**config.mk**
```make
export PLATFORM = sky130hd
export DESIGN_NAME = cfg_responder_flat
export DESIGN_NICKNAME = d
export VERILOG_FILES = /design/src/core/cfg_msg_pkg.sv /design/src/core/cfg_link_if.sv /design/src/core/cfg_responder.sv /design/src/core/token_fifo.sv /design/src/flat_wrapper.sv
export SDC_FILE = /design/constraint.sdc
export NUM_CORES = 1
export LEC_CHECK = 0
export BUFFER_PORTS_ARGS = -buffer_cell sky130_fd_sc_hd__buf_2
export CORE_MARGIN = 2
export CORE_UTILIZATION = 35
export CTS_CLUSTER_SIZE = 40
export DETAILED_ROUTE_END_ITERATION = 16
export PLACE_DENSITY = 0.58
export REMOVE_ABC_BUFFERS = 1
export SLEW_MARGIN = 20
export SYNTH_ARGS = -nofsm -noshare
export SYNTH_HDL_FRONTEND = slang
export SYNTH_SLANG_ARGS = --single-unit
export TNS_END_PERCENT = 1
```
**constraint.sdc**
```tcl
create_clock -name clock_i -period 7.9 [get_ports clock_i]
set_input_delay 0.79 -clock clock_i [delete_from_list [all_inputs] [get_ports clock_i]]
set_output_delay 0.79 -clock clock_i [all_outputs]
set_load 0.1 [all_outputs]
```
**src/core/cfg_msg_pkg.sv**
```systemverilog
// package: token codes, field widths and identifiers for config message access
`default_nettype none
package cfg_msg_pkg;
	localparam logic [7:0] TOK_WRITE = 8'hC0;
	localparam logic [7:0] TOK_READ = 8'hC1;
	localparam logic [7:0] TOK_END = 8'h01;
	localparam logic [7:0] TOK_ACK = 8'h03;
	localparam logic [7:0] TOK_NACK = 8'h04;
	localparam logic [7:0] NO_REPLY_LOW = 8'hFF;
	localparam logic [15:0] TILE_BANK_LOW = 16'hC20C;
	localparam logic [15:0] NODE_BANK_LOW = 16'hC30C;
	localparam logic [7:0] PS_RES_TYPE = 8'h0B;
	localparam int PS_SHIFT = 8;
	localparam int REPLY_BYTES = 3;
	localparam int REG_BYTES = 2;
	localparam int DATA_BYTES = 4;
	localparam int LINK_W = 9;
	localparam int FIFO_DEPTH = 4;
	localparam int REG_COUNT = 16;
endpackage : cfg_msg_pkg
`default_nettype wire

```
**src/core/cfg_link_if.sv**
```systemverilog
// interface: token link between requester and configuration responder
`default_nettype none
interface cfg_link_if;
	// bit 8 set marks a control token, else a data byte
	logic [8:0] req_data;
	logic req_valid;
	logic req_ready;
	logic [8:0] rsp_data;
	logic rsp_valid;
	logic rsp_ready;
	logic [31:0] dest;
	modport responder (input req_data, input req_valid, output req_ready,
		output rsp_data, output rsp_valid, input rsp_ready, input dest);
	modport requester (output req_data, output req_valid, input req_ready,
		input rsp_data, input rsp_valid, output rsp_ready, output dest);
endinterface : cfg_link_if
`default_nettype wire

```
**src/core/cfg_responder.sv**
```systemverilog
// module: configuration responder end, decodes request messages and answers them
`default_nettype none
// Operation
// - request carries 24-bit reply channel-end
// - reply low byte all ones: no write answer
// - multi-byte fields sent most significant first
// - status id is number shifted plus 0x0B
// - status access moves one full 32-bit word
// - tile bank destination low half C20C
// - node bank destination low half C30C
// - write: 192, reply, reg, data, 1
// - write answer: 3,1 or 4,1
// - read: 193, reply, reg, 1
// - read answer: 3, data, 1 or 4,1
// - test port clocked, async test reset
module cfg_responder
	import cfg_msg_pkg::*;
#(
	parameter int NREGS = REG_COUNT,
	parameter logic [15:0] BANK_LOW = TILE_BANK_LOW,
	parameter logic [15:0] LOCAL_ID = 16'h0000
) (
	input wire logic clock_i,
	input wire logic rst_b_i,
	cfg_link_if.responder link,
	input wire logic [7:0] ps_num_i,
	input wire logic ps_we_i,
	input wire logic [31:0] ps_wdata_i,
	output logic [31:0] ps_rdata_o,
	output logic [15:0] ps_res_id_o,
	output logic [31:0] last_write_o,
	output logic busy_o
);
	typedef enum {S_CMD, S_REPLY, S_REG, S_DATA, S_END, S_ANS, S_VAL, S_CLOSE,
		S_SKIP} state_e;
	state_e state;
	logic is_write;
	logic fail;
	logic [23:0] reply;
	logic [15:0] reg_num;
	logic [31:0] wdata;
	logic [2:0] cnt;
	logic [31:0] regs [NREGS];
	logic [31:0] ps_regs [NREGS];
	logic [31:0] rd_word;
	logic take;
	logic [8:0] in_tok;
	logic in_valid;
	logic in_ready;
	logic [8:0] out_tok;
	logic out_valid;
	logic out_ready;
	logic in_range;
	logic dest_ok;
	logic pace;

	// ----------------------------------------
	// request buffer
	// ----------------------------------------
	token_fifo #(.WIDTH(LINK_W), .DEPTH(FIFO_DEPTH)) req_fifo (
		.clock_i(clock_i),
		.rst_b_i(rst_b_i),
		.in_data_i(link.req_data),
		.in_valid_i(link.req_valid),
		.in_ready_o(link.req_ready),
		.out_data_o(in_tok),
		.out_valid_o(in_valid),
		.out_ready_i(in_ready)
	);
	// half-rate intake plus a stall while answering, so the buffer can fill
	assign in_ready = pace && (state != S_ANS) && (state != S_VAL) && (state != S_CLOSE);
	assign take = in_valid && in_ready;
	assign in_range = (reg_num < 16'(NREGS));
	assign dest_ok = (link.dest == {LOCAL_ID, BANK_LOW});
	assign rd_word = regs[reg_num[$clog2(NREGS)-1:0]];
	always_ff @(posedge clock_i or negedge rst_b_i) begin
		if (!rst_b_i) begin
			pace <= 1'b0;
		end else begin
			pace <= !pace;
		end
	end

	// ----------------------------------------
	// message decode
	// ----------------------------------------
	always_ff @(posedge clock_i or negedge rst_b_i) begin
		if (!rst_b_i) begin
			state <= S_CMD;
			is_write <= 1'b0;
			fail <= 1'b0;
			reply <= '0;
			reg_num <= '0;
			wdata <= '0;
			cnt <= '0;
		end else begin
			unique case (state)
				S_CMD: if (take) begin
					cnt <= '0;
					fail <= !dest_ok;
					if (in_tok == {1'b1, TOK_WRITE}) begin
						is_write <= 1'b1;
						state <= S_REPLY;
					end else if (in_tok == {1'b1, TOK_READ}) begin
						is_write <= 1'b0;
						state <= S_REPLY;
					end else if (in_tok != {1'b1, TOK_END}) begin
						state <= S_SKIP;
					end
				end
				S_REPLY: if (take) begin
					reply <= {reply[15:0], in_tok[7:0]};
					fail <= fail | in_tok[8];
					cnt <= (cnt == 3'(REPLY_BYTES-1)) ? '0 : cnt + 1'b1;
					if (cnt == 3'(REPLY_BYTES-1)) begin
						state <= S_REG;
					end
				end
				S_REG: if (take) begin
					reg_num <= {reg_num[7:0], in_tok[7:0]};
					fail <= fail | in_tok[8];
					cnt <= (cnt == 3'(REG_BYTES-1)) ? '0 : cnt + 1'b1;
					if (cnt == 3'(REG_BYTES-1)) begin
						state <= is_write ? S_DATA : S_END;
					end
				end
				S_DATA: if (take) begin
					wdata <= {wdata[23:0], in_tok[7:0]};
					fail <= fail | in_tok[8];
					cnt <= (cnt == 3'(DATA_BYTES-1)) ? '0 : cnt + 1'b1;
					if (cnt == 3'(DATA_BYTES-1)) begin
						state <= S_END;
					end
				end
				S_END: if (take) begin
					fail <= fail | !in_range | (in_tok != {1'b1, TOK_END});
					// no answer to a write when the low reply byte is all ones
					state <= (is_write && reply[7:0] == NO_REPLY_LOW) ? S_CMD : S_ANS;
				end
				S_ANS: if (out_ready) begin
					state <= (!is_write && !fail) ? S_VAL : S_CLOSE;
				end
				S_VAL: if (out_ready) begin
					cnt <= (cnt == 3'(DATA_BYTES-1)) ? '0 : cnt + 1'b1;
					if (cnt == 3'(DATA_BYTES-1)) begin
						state <= S_CLOSE;
					end
				end
				S_CLOSE: if (out_ready) begin
					state <= S_CMD;
				end
				S_SKIP: if (take && in_tok == {1'b1, TOK_END}) begin
					state <= S_CMD;
				end
			endcase
		end
	end

	// ----------------------------------------
	// register bank
	// ----------------------------------------
	// write lands on the end token whether or not an answer follows
	always_ff @(posedge clock_i) begin
		if (state == S_END && take && is_write && in_range && !fail
			&& in_tok == {1'b1, TOK_END}) begin
			regs[reg_num[$clog2(NREGS)-1:0]] <= wdata;
		end
		if (ps_we_i) begin
			ps_regs[ps_num_i[$clog2(NREGS)-1:0]] <= ps_wdata_i;
		end
	end

	// ----------------------------------------
	// answer tokens
	// ----------------------------------------
	always_comb begin
		out_valid = 1'b1;
		unique case (state)
			S_ANS: out_tok = {1'b1, fail ? TOK_NACK : TOK_ACK};
			S_VAL: out_tok = {1'b0, rd_word[31 - 8*cnt -: 8]};
			S_CLOSE: out_tok = {1'b1, TOK_END};
			default: begin
				out_tok = '0;
				out_valid = 1'b0;
			end
		endcase
	end

	token_fifo #(.WIDTH(LINK_W), .DEPTH(FIFO_DEPTH)) rsp_fifo (
		.clock_i(clock_i),
		.rst_b_i(rst_b_i),
		.in_data_i(out_tok),
		.in_valid_i(out_valid),
		.in_ready_o(out_ready),
		.out_data_o(link.rsp_data),
		.out_valid_o(link.rsp_valid),
		.out_ready_i(link.rsp_ready)
	);

	// ----------------------------------------
	// status port and observation
	// ----------------------------------------
	always_ff @(posedge clock_i or negedge rst_b_i) begin
		if (!rst_b_i) begin
			ps_rdata_o <= '0;
			ps_res_id_o <= '0;
			last_write_o <= '0;
			busy_o <= 1'b0;
		end else begin
			ps_rdata_o <= ps_regs[ps_num_i[$clog2(NREGS)-1:0]];
			ps_res_id_o <= ({8'h00, ps_num_i} << PS_SHIFT) | {8'h00, PS_RES_TYPE};
			if (state == S_END && take && is_write && in_range && !fail
				&& in_tok == {1'b1, TOK_END}) begin
				last_write_o <= wdata;
			end
			busy_o <= (state != S_CMD);
		end
	end
endmodule : cfg_responder
`default_nettype wire

```
**src/core/token_fifo.sv**
```systemverilog
// module: small valid/ready fifo of parameterised width and depth
`default_nettype none
module token_fifo #(
	parameter int WIDTH = 9,
	parameter int DEPTH = 4
) (
	input wire logic clock_i,
	input wire logic rst_b_i,
	input wire logic [WIDTH-1:0] in_data_i,
	input wire logic in_valid_i,
	output logic in_ready_o,
	output logic [WIDTH-1:0] out_data_o,
	output logic out_valid_o,
	input wire logic out_ready_i
);
	localparam int AW = $clog2(DEPTH);
	logic [WIDTH-1:0] mem [DEPTH];
	logic [AW-1:0] wr_ptr;
	logic [AW-1:0] rd_ptr;
	logic [AW:0] count;
	logic push;
	logic pop;
	assign in_ready_o = (count != (AW+1)'(DEPTH));
	assign out_valid_o = (count != '0);
	assign out_data_o = mem[rd_ptr];
	assign push = in_valid_i && in_ready_o;
	assign pop = out_valid_o && out_ready_i;
	always_ff @(posedge clock_i) begin
		if (push) begin
			mem[wr_ptr] <= in_data_i;
		end
	end
	always_ff @(posedge clock_i or negedge rst_b_i) begin
		if (!rst_b_i) begin
			wr_ptr <= '0;
			rd_ptr <= '0;
			count <= '0;
		end else begin
			if (push) begin
				wr_ptr <= (wr_ptr == AW'(DEPTH-1)) ? '0 : wr_ptr + 1'b1;
			end
			if (pop) begin
				rd_ptr <= (rd_ptr == AW'(DEPTH-1)) ? '0 : rd_ptr + 1'b1;
			end
			count <= count + (AW+1)'(push) - (AW+1)'(pop);
		end
	end
endmodule : token_fifo
`default_nettype wire

```
**src/flat_wrapper.sv**
```systemverilog
// flat-port wrapper written by rule: the top's interface ports become plain ports
module cfg_responder_flat import cfg_msg_pkg::*;
#(
	parameter int NREGS = REG_COUNT,
	parameter logic [15:0] BANK_LOW = TILE_BANK_LOW,
	parameter logic [15:0] LOCAL_ID = 16'h0000
)
  (clock_i, rst_b_i, ps_num_i, ps_we_i, ps_wdata_i, ps_rdata_o, ps_res_id_o, last_write_o, busy_o, link_req_data, link_req_valid, link_req_ready, link_rsp_data, link_rsp_valid, link_rsp_ready, link_dest);
  cfg_link_if link_i ();
  input wire logic clock_i;
  input wire logic rst_b_i;
  input wire logic [7:0] ps_num_i;
  input wire logic ps_we_i;
  input wire logic [31:0] ps_wdata_i;
  output logic [31:0] ps_rdata_o;
  output logic [15:0] ps_res_id_o;
  output logic [31:0] last_write_o;
  output logic busy_o;
  input wire logic [$bits(link_i.req_data)-1:0] link_req_data;
  input wire logic [$bits(link_i.req_valid)-1:0] link_req_valid;
  output wire logic [$bits(link_i.req_ready)-1:0] link_req_ready;
  output wire logic [$bits(link_i.rsp_data)-1:0] link_rsp_data;
  output wire logic [$bits(link_i.rsp_valid)-1:0] link_rsp_valid;
  input wire logic [$bits(link_i.rsp_ready)-1:0] link_rsp_ready;
  input wire logic [$bits(link_i.dest)-1:0] link_dest;
  assign link_i.req_data = link_req_data;
  assign link_i.req_valid = link_req_valid;
  assign link_req_ready = link_i.req_ready;
  assign link_rsp_data = link_i.rsp_data;
  assign link_rsp_valid = link_i.rsp_valid;
  assign link_i.rsp_ready = link_rsp_ready;
  assign link_i.dest = link_dest;
  cfg_responder #(.NREGS(NREGS), .BANK_LOW(BANK_LOW), .LOCAL_ID(LOCAL_ID)) u_core (.clock_i(clock_i), .rst_b_i(rst_b_i), .link(link_i), .ps_num_i(ps_num_i), .ps_we_i(ps_we_i), .ps_wdata_i(ps_wdata_i), .ps_rdata_o(ps_rdata_o), .ps_res_id_o(ps_res_id_o), .last_write_o(last_write_o), .busy_o(busy_o));
endmodule
```
==> impl_metrics.env, run 1 <==
export IMPL_ctsResizeCount=0
export IMPL_io_pin_count=178
export IMPL_met2_length_um=56200
export IMPL_nNetsFinal=2425
export IMPL_grt_overflow_total=0
export IMPL_place_gp_congestion=0.776
export IMPL_start_util_pct=35.2
export IMPL_fin_hold_ws_ns=0.135
export IMPL_endpoint_kind="register"
export IMPL_hpwl_um=61600
export IMPL_die_area_um2=139000
export IMPL_clkPwrFrac_pct=36.6
export IMPL_fmax_mhz=209
export IMPL_fin_area_um2=55400
export IMPL_drc_errors=0
export IMPL_critPathMostFrequentCell="nor3b_2"
export IMPL_cap_violations=0
export IMPL_synth_area_leaders="edfxtp_1, mux4_2, dfrtp_1"
export IMPL_grt_pass1_vias=23500
export IMPL_rsz0062_at_grt="false"
export IMPL_detail_route_iter0_violations=1747
export IMPL_power_density_nw_per_um2=303
export IMPL_routedWlPerCell_um=25.4
export IMPL_critPathSlowestCell="dfrtp_1"
export IMPL_cp_required_ns=8.29
export IMPL_status="completed"
export IMPL_synth_most_common_cell="edfxtp_1"
export IMPL_p_sw_share_pct=26.7
export IMPL_leakagePower_nw=18.5
export IMPL_critical_path_class="reg2reg"
export IMPL_cts_hold_buf=1
export IMPL_htreeDepth=4
export IMPL_async_flop_share_pct=12.3
export IMPL_die_w_um=373
export IMPL_final_hold_viol_count=0
export IMPL_synthFlopType="edfxtp_1"
export IMPL_wl_met1_um=42900
export IMPL_die_h_um=373
export IMPL_area_growth_pct=16.3
export IMPL_synthTopCellsByCount="edfxtp_1, mux4_2, dfrtp_1"
export IMPL_finalCritPeriodShare_pct=60.6
export IMPL_dr_pass1_iters=5
export IMPL_cts_post_setup_buffers_inserted=0
export IMPL_clock_sinks=1250
export IMPL_ir_worst_vdd_v=0.000220
export IMPL_rows=135
export IMPL_core_region_area_um2=135000
export IMPL_synth_top_area_share_pct=69.1
export IMPL_tns_ns=0
export IMPL_p_seq_share_pct=47.1
export IMPL_ys_seq_elements=1250
export IMPL_crit_arrival_ns=5.17
export IMPL_final_antenna_net_count=0
export IMPL_synth_seq_area_share_pct=77.2
export IMPL_p_switching_w=0.00448
export IMPL_hp_class="in2reg"
export IMPL_crit_chain="mux4_2, nor3b_2, nand4_1, or4_2, buf_4, nor3b_2, nor3b_2, buf_4"
export IMPL_synth_area_um2=47600
export IMPL_netlist_top_cell_by_area="edfxtp_1"
export IMPL_via_per_inst=5.17
export IMPL_grt_max_degree=110
export IMPL_min_period_ns=4.78
export IMPL_clockBufferDepth=3
export IMPL_routed_top_layer="met5"
export IMPL_startpoint_type="register"
export IMPL_cts_clk_slew_worst_paths_ns=0.06
export IMPL_cts_tree="done"
export IMPL_drive_gt1_share_pct=36.7
export IMPL_routed_wl_um=107000
export IMPL_syn_area_per_cell_um2=23.1
export IMPL_synth_warnings=0
export IMPL_syn_inst=2064
export IMPL_combPwrFrac_pct=16.3
export IMPL_cts_buffers=135
export IMPL_insertion_delay_ns=0.76
export IMPL_slew_headroom_pct=27.1
export IMPL_grt_total_usage_pct=15.5
export IMPL_port_buffers=172
export IMPL_tightest_slew_ns=1.09
export IMPL_p_int_w=0.0123
export IMPL_yosysUniqueCellTypes=60
export IMPL_synth_edf_count=1096
export IMPL_met3_length_um=5510
export IMPL_postPlaceCellArea_um2=51000
export IMPL_vias=21800
export IMPL_crit_path_max_fanout=40
export IMPL_antenna_found_initial=12
export IMPL_grt_pass1_wl_um=158000
export IMPL_finalSetupViolCount=0
export IMPL_clock_root_buffer="clkbuf_16"
export IMPL_fin_worst_skew_ns=0.0259
export IMPL_cp_slowest_stage_delay_ns=0.75
export IMPL_drv_slew=0
==> area by class of cell <==
type / count / area, um2
sequential: 1250 / 36800
clock inverter: 73 / 761
multi-input combinational: 688 / 10600
inverter: 20 / 75.1
antenna: 5 / 12.5
tap: 1781 / 2230
fill: 11600 / 79900
clock buffer: 174 / 3600
timing repair buffer: 223 / 1390
==> kinds of logic (layout without fill, tap and decap cells) <==
kind of cell	Yosys count	count (layout)	synth area share (%)
XOR/XNOR	6	6	0.110
AND/OR/NAND/NOR	154	154	1.76
AO/OA/AOI/OAI	56	56	0.806
buffers and inverters	130	490	1.13
flip-flops	1250	1250	77.2
multiplexers	445	445	18.4
adder cells (fa/ha/maj)	21	21	0.583
other	2	11	0.0158
==> critical path, delay by kind of cell, from the launching register on <==
family                 cells  cell delay [ns]
flip-flops                 1             0.75
AND/OR/NAND/NOR            5             2.07
buffers and inverters      2             0.89
multiplexers               1             0.68
==> through the flow <==
step                util (%)  worst slack (ns)  power [W]  instances
global route            40.9              2.85     0.0175       4209
floorplan                  -             -1.25     0.0101       1958
detailed placement      37.7              2.98     0.0108       3961
CTS                     40.9              2.96     0.0170       4209
finish                  41.0              3.12     0.0168       4214
global placement        37.6              3.02     0.0108       3955
==> path summary, 6_finish.rpt <==
| kind | startpoint | endpoint | slack, ns | depth (start not counted) |
|---|---|---|---|---|
| max in group asynchronous | rst_b_i | u_core.ps_res_id_o[3]$_DFF_PN0_ | 6.16 | 3 |
| min in group asynchronous | rst_b_i | u_core.last_write_o[27]$_DFFE_PN0P_ | 0.53 | 2 |
| hold reg to reg | u_core.pace$_DFF_PN0_ | u_core.pace$_DFF_PN0_ | 0.43 | 1 |
| hold / removal | ps_num_i[5] | u_core.ps_res_id_o[13]$_DFF_PN0_ | 0.14 | 1 |
| setup reg to reg | u_core.req_fifo.rd_ptr[0]$_DFFE_PN0N_ | u_core.regs[2][15]$_DFFE_PP_ | 3.12 | 8 |
| setup / recovery | u_core.req_fifo.rd_ptr[0]$_DFFE_PN0N_ | u_core.regs[2][15]$_DFFE_PP_ | 3.12 | 8 |
==> sequential cells by signal, summed over array words and instances, names as in the netlist <==
name                    flops
u_core.busy_o               1
u_core.cnt                  3
u_core.fail                 1
u_core.is_write             1
u_core.last_write_o        32
u_core.pace                 1
u_core.ps_rdata_o          32
u_core.ps_regs            512
u_core.ps_res_id_o          9
u_core.reg_num             16
u_core.regs               512
u_core.reply                8
u_core.req_fifo.count       3
u_core.req_fifo.mem        36
u_core.req_fifo.rd_ptr      2
u_core.req_fifo.wr_ptr      2
u_core.rsp_fifo.count       3
u_core.rsp_fifo.mem        36
u_core.rsp_fifo.rd_ptr      2
u_core.rsp_fifo.wr_ptr      2
u_core.state                4
u_core.wdata               32
==> metal layers <==
layer	up-vias	global-route usage, %
met3	169	3.30
met2	578	27.1
li1	9180	-
met4	14	4.50
met5	-	0
met1	11800	19.2
==> power groups by stage <==
stage	clock network [W]	registers (W)	logic, W
after global routing	0.00658	0.00797	0.00293
after detailed placement	0	0.00806	0.00277
after floorplan	0	0.00825	0.00187
after global placement	0	0.00804	0.00273
after CTS	0.00633	0.00793	0.00278
final	0.00616	0.00791	0.00274
==> layout by cell type, fill, tap and decap left out, types with 8 or more instances in the layout <==
| master | count |
|---|---|
| a21oi_1 | 11 |
| bufinv_16 | 10 |
| clkinv_2 | 20 |
| o22ai_1 | 8 |
| mux2_2 | 96 |
| edfxtp_1 | 1096 |
| mux4_2 | 336 |
| buf_4 | 41 |
| clkbuf_16 | 136 |
| nor2_4 | 15 |
| o21ai_0 | 8 |
| nor2_1 | 20 |
| nand2b_1 | 11 |
| inv_1 | 19 |
| clkinv_1 | 21 |
| nand2_1 | 27 |
| dfrtp_1 | 150 |
| clkbuf_1 | 33 |
| nor3_1 | 9 |
| mux2i_1 | 13 |
| ha_1 | 19 |
| buf_2 | 169 |
No activity file was read; power rests on OpenSTA's default activity.
==> inputs of run 2 (changes only) <==
--- a/config.mk
+++ b/config.mk
@@ -10,7 +10,7 @@
 export CORE_UTILIZATION = 35
 export CTS_CLUSTER_SIZE = 40
 export DETAILED_ROUTE_END_ITERATION = 16
-export PLACE_DENSITY = 0.58
+export PLACE_DENSITY = 0.6
 export REMOVE_ABC_BUFFERS = 1
 export SLEW_MARGIN = 20
 export SYNTH_ARGS = -nofsm -noshare
==> constraint.sdc (replaced) <==
create_clock -name clock_i -period 4.37 [get_ports clock_i]
set_input_delay 0.437 -clock clock_i [delete_from_list [all_inputs] [get_ports clock_i]]
set_output_delay 0.437 -clock clock_i [all_outputs]
set_load 0.1 [all_outputs]
==> run 2 against run 1 <==
Clock-buffer cell count grew 10. Die area unchanged. Via count rose by 0.64%. Sequential share of layout area decreased by 0.50 points. Sequential cell count did not move. Critical path depth down 1. Worst hold slack worse by 0.065 ns. Sequential power rose by 82%.
==> impl_metrics.env, run 2 (synthesized netlist as in run 1, its figures left out) <==
export IMPL_use_met1_pct=19.2
export IMPL_area_growth_pct=17.2
export IMPL_routed_wl_um=108000
export IMPL_fillers=11600
export IMPL_crit_arrival_ns=4.55
export IMPL_fmax_mhz=241
export IMPL_post_place_ws_ns=0.228
export IMPL_layout_commonest_cell="edfxtp_1"
export IMPL_antenna_found_initial=11
export IMPL_slew_headroom_pct=35.3
export IMPL_nNetsFinal=2461
export IMPL_finalSetupViolCount=0
export IMPL_cp_endpoint="u_core.regs[3][26]$_DFFE_PP_"
export IMPL_ir_worst_vdd_v=0.000374
export IMPL_r2r_cells=7
export IMPL_cts_tree="done"
export IMPL_cts_clk_slew_worst_paths_ns=0.06
export IMPL_grtUsageMet2_pct=27.1
export IMPL_clock_sinks=1250
export IMPL_grt_use_met3_pct=3.47
export IMPL_hp_class="in2reg"
export IMPL_critPathMostFrequentCell="buf_4"
export IMPL_leakagePower_nw=18.7
export IMPL_detail_route_iter0_violations=1735
export IMPL_critPathLaunch="u_core.req_fifo.rd_ptr[0]$_DFFE_PN0N_"
export IMPL_vias=21900
export IMPL_final_hold_viol_count=0
export IMPL_reg2reg_to="u_core.regs[3][26]$_DFFE_PP_"
export IMPL_clock_root_buffer="clkbuf_16"
export IMPL_drv_slew=0
export IMPL_clockBufferDepth=3
export IMPL_grt_busiest_layer="met2"
export IMPL_htreeDepth=4
export IMPL_critical_path_class="reg2reg"
export IMPL_drive_gt1_share_pct=37.0
export IMPL_io_pin_count=178
export IMPL_die_area_um2=139000
export IMPL_tightest_slew_ns=0.971
export IMPL_cts_buffers=135
export IMPL_grt_max_degree=99
export IMPL_grt_total_usage_pct=15.5
export IMPL_hpwl_um=64300
export IMPL_dr_pass1_iters=5
export IMPL_grt_overflow_total=0
export IMPL_cap_violations=0
export IMPL_status="completed"
export IMPL_crit_path_max_fanout=21
export IMPL_endpoint_kind="register"
export IMPL_timing_rr_start="u_core.req_fifo.rd_ptr[0]$_DFFE_PN0N_"
export IMPL_worst_slack_ns=0.220
export IMPL_cp_slowest_stage_delay_ns=0.86
export IMPL_final_antenna_net_count=0
export IMPL_cp_required_ns=4.77
export IMPL_finalCritPeriodShare_pct=95.0
export IMPL_rows=135
export IMPL_start_util_pct=35.2
export IMPL_rsz0062_at_grt="false"
export IMPL_power_density_nw_per_um2=546
export IMPL_via_per_inst=5.16
export IMPL_die_w_um=373
export IMPL_grt_pass1_wl_um=159000
export IMPL_place_gp_congestion=0.781
export IMPL_die_h_um=373
export IMPL_final_cell_mix="edfxtp_1, mux4_2, buf_2, dfrtp_1, clkbuf_16"
export IMPL_drc_errors=0
export IMPL_ctsResizeCount=0
export IMPL_startpoint_type="register"
export IMPL_insertion_delay_ns=0.74
export IMPL_grt_pass1_vias=23300
export IMPL_fin_worst_skew_ns=0.0190
export IMPL_core_region_area_um2=135000
export IMPL_min_period_ns=4.15
export IMPL_port_buffers=172
export IMPL_fin_hold_ws_ns=0.0706
export IMPL_tns_ns=0
export IMPL_diodes=0
export IMPL_routedWlPerCell_um=25.4
export IMPL_r2r_setup_slack_ns=0.22
export IMPL_crit_chain="mux4_2, nor3b_2, nand4_1, or4_2, buf_4, nor4_2, buf_4"
export IMPL_critPathSlowestCell="or4_2"
run 2: report_power, final:
group          total (W)  internal, W  switching (W)  leakage, nW
logic            0.00501      0.00233        0.00269         4.57
registers         0.0144       0.0136       0.000821         12.0
clock network     0.0111      0.00645        0.00465         2.09
total             0.0305       0.0223        0.00815         18.7
run 2: critical path: cells and delay by family (launching register included):
kind                   cells  cell delay (ns)
AND/OR/NAND/NOR            4             1.68
multiplexers               1             0.67
buffers and inverters      2             0.71
flip-flops                 1             0.72
run 2: layer usage:
| metal | wire (um) | vias to the layer above |
|---|---|---|
| met2 | 56500 | 603 |
| met5 | 58 | - |
| met1 | 42700 | 11900 |
| li1 | - | 9249 |
| met4 | 2420 | 8 |
| met3 | 6110 | 180 |
run 2: final cells by class:
type,instances,area (um2),share of cell area [%]
clock buffers,184,3680,6.60
clock inverters,64,668,1.20
inverters,20,75.1,0.134
multi-input cells,688,10600,18.9
flip-flops and latches,1250,36800,65.9
well taps,1781,2230,3.99
repair buffers,259,1840,3.29
run 2: how the worst min path moves through the flow:
stage / from / endpoint / slack [ns] / cells past startpoint
finish: ps_wdata_i[6] / u_core.ps_regs[12][6]$_DFFE_PP_ / 0.07 / 1
detailed placement: u_core.pace$_DFF_PN0_ / u_core.pace$_DFF_PN0_ / 0.41 / 1
floorplan: rst_b_i / u_core.busy_o$_DFF_PN0_ / 0.14 / 0
global placement: u_core.pace$_DFF_PN0_ / u_core.pace$_DFF_PN0_ / 0.41 / 1
global route: ps_wdata_i[6] / u_core.ps_regs[12][6]$_DFFE_PP_ / 0.03 / 1
CTS: ps_wdata_i[22] / u_core.ps_regs[0][22]$_DFFE_PP_ / 0.002 / 1
run 2: timing repair:
| action | 4_1_cts | 5_1_grt |
|---|---|---|
| hold endpoints to repair | 132 | 0 |
| buffers inserted | 0 | 0 |
| hold buffers | 14 | 0 |
run 2: through the flow:
step                std cells  total power [W]  instance area (um2)  utilization, %
global placement         3984           0.0196                51300            37.9
global route             4246           0.0317                55800            41.3
finish                   4246           0.0305                55800            41.3
floorplan                1958           0.0183                47200               -
detailed placement       3984           0.0197                51300            37.9
CTS                      4246           0.0309                55800            41.3
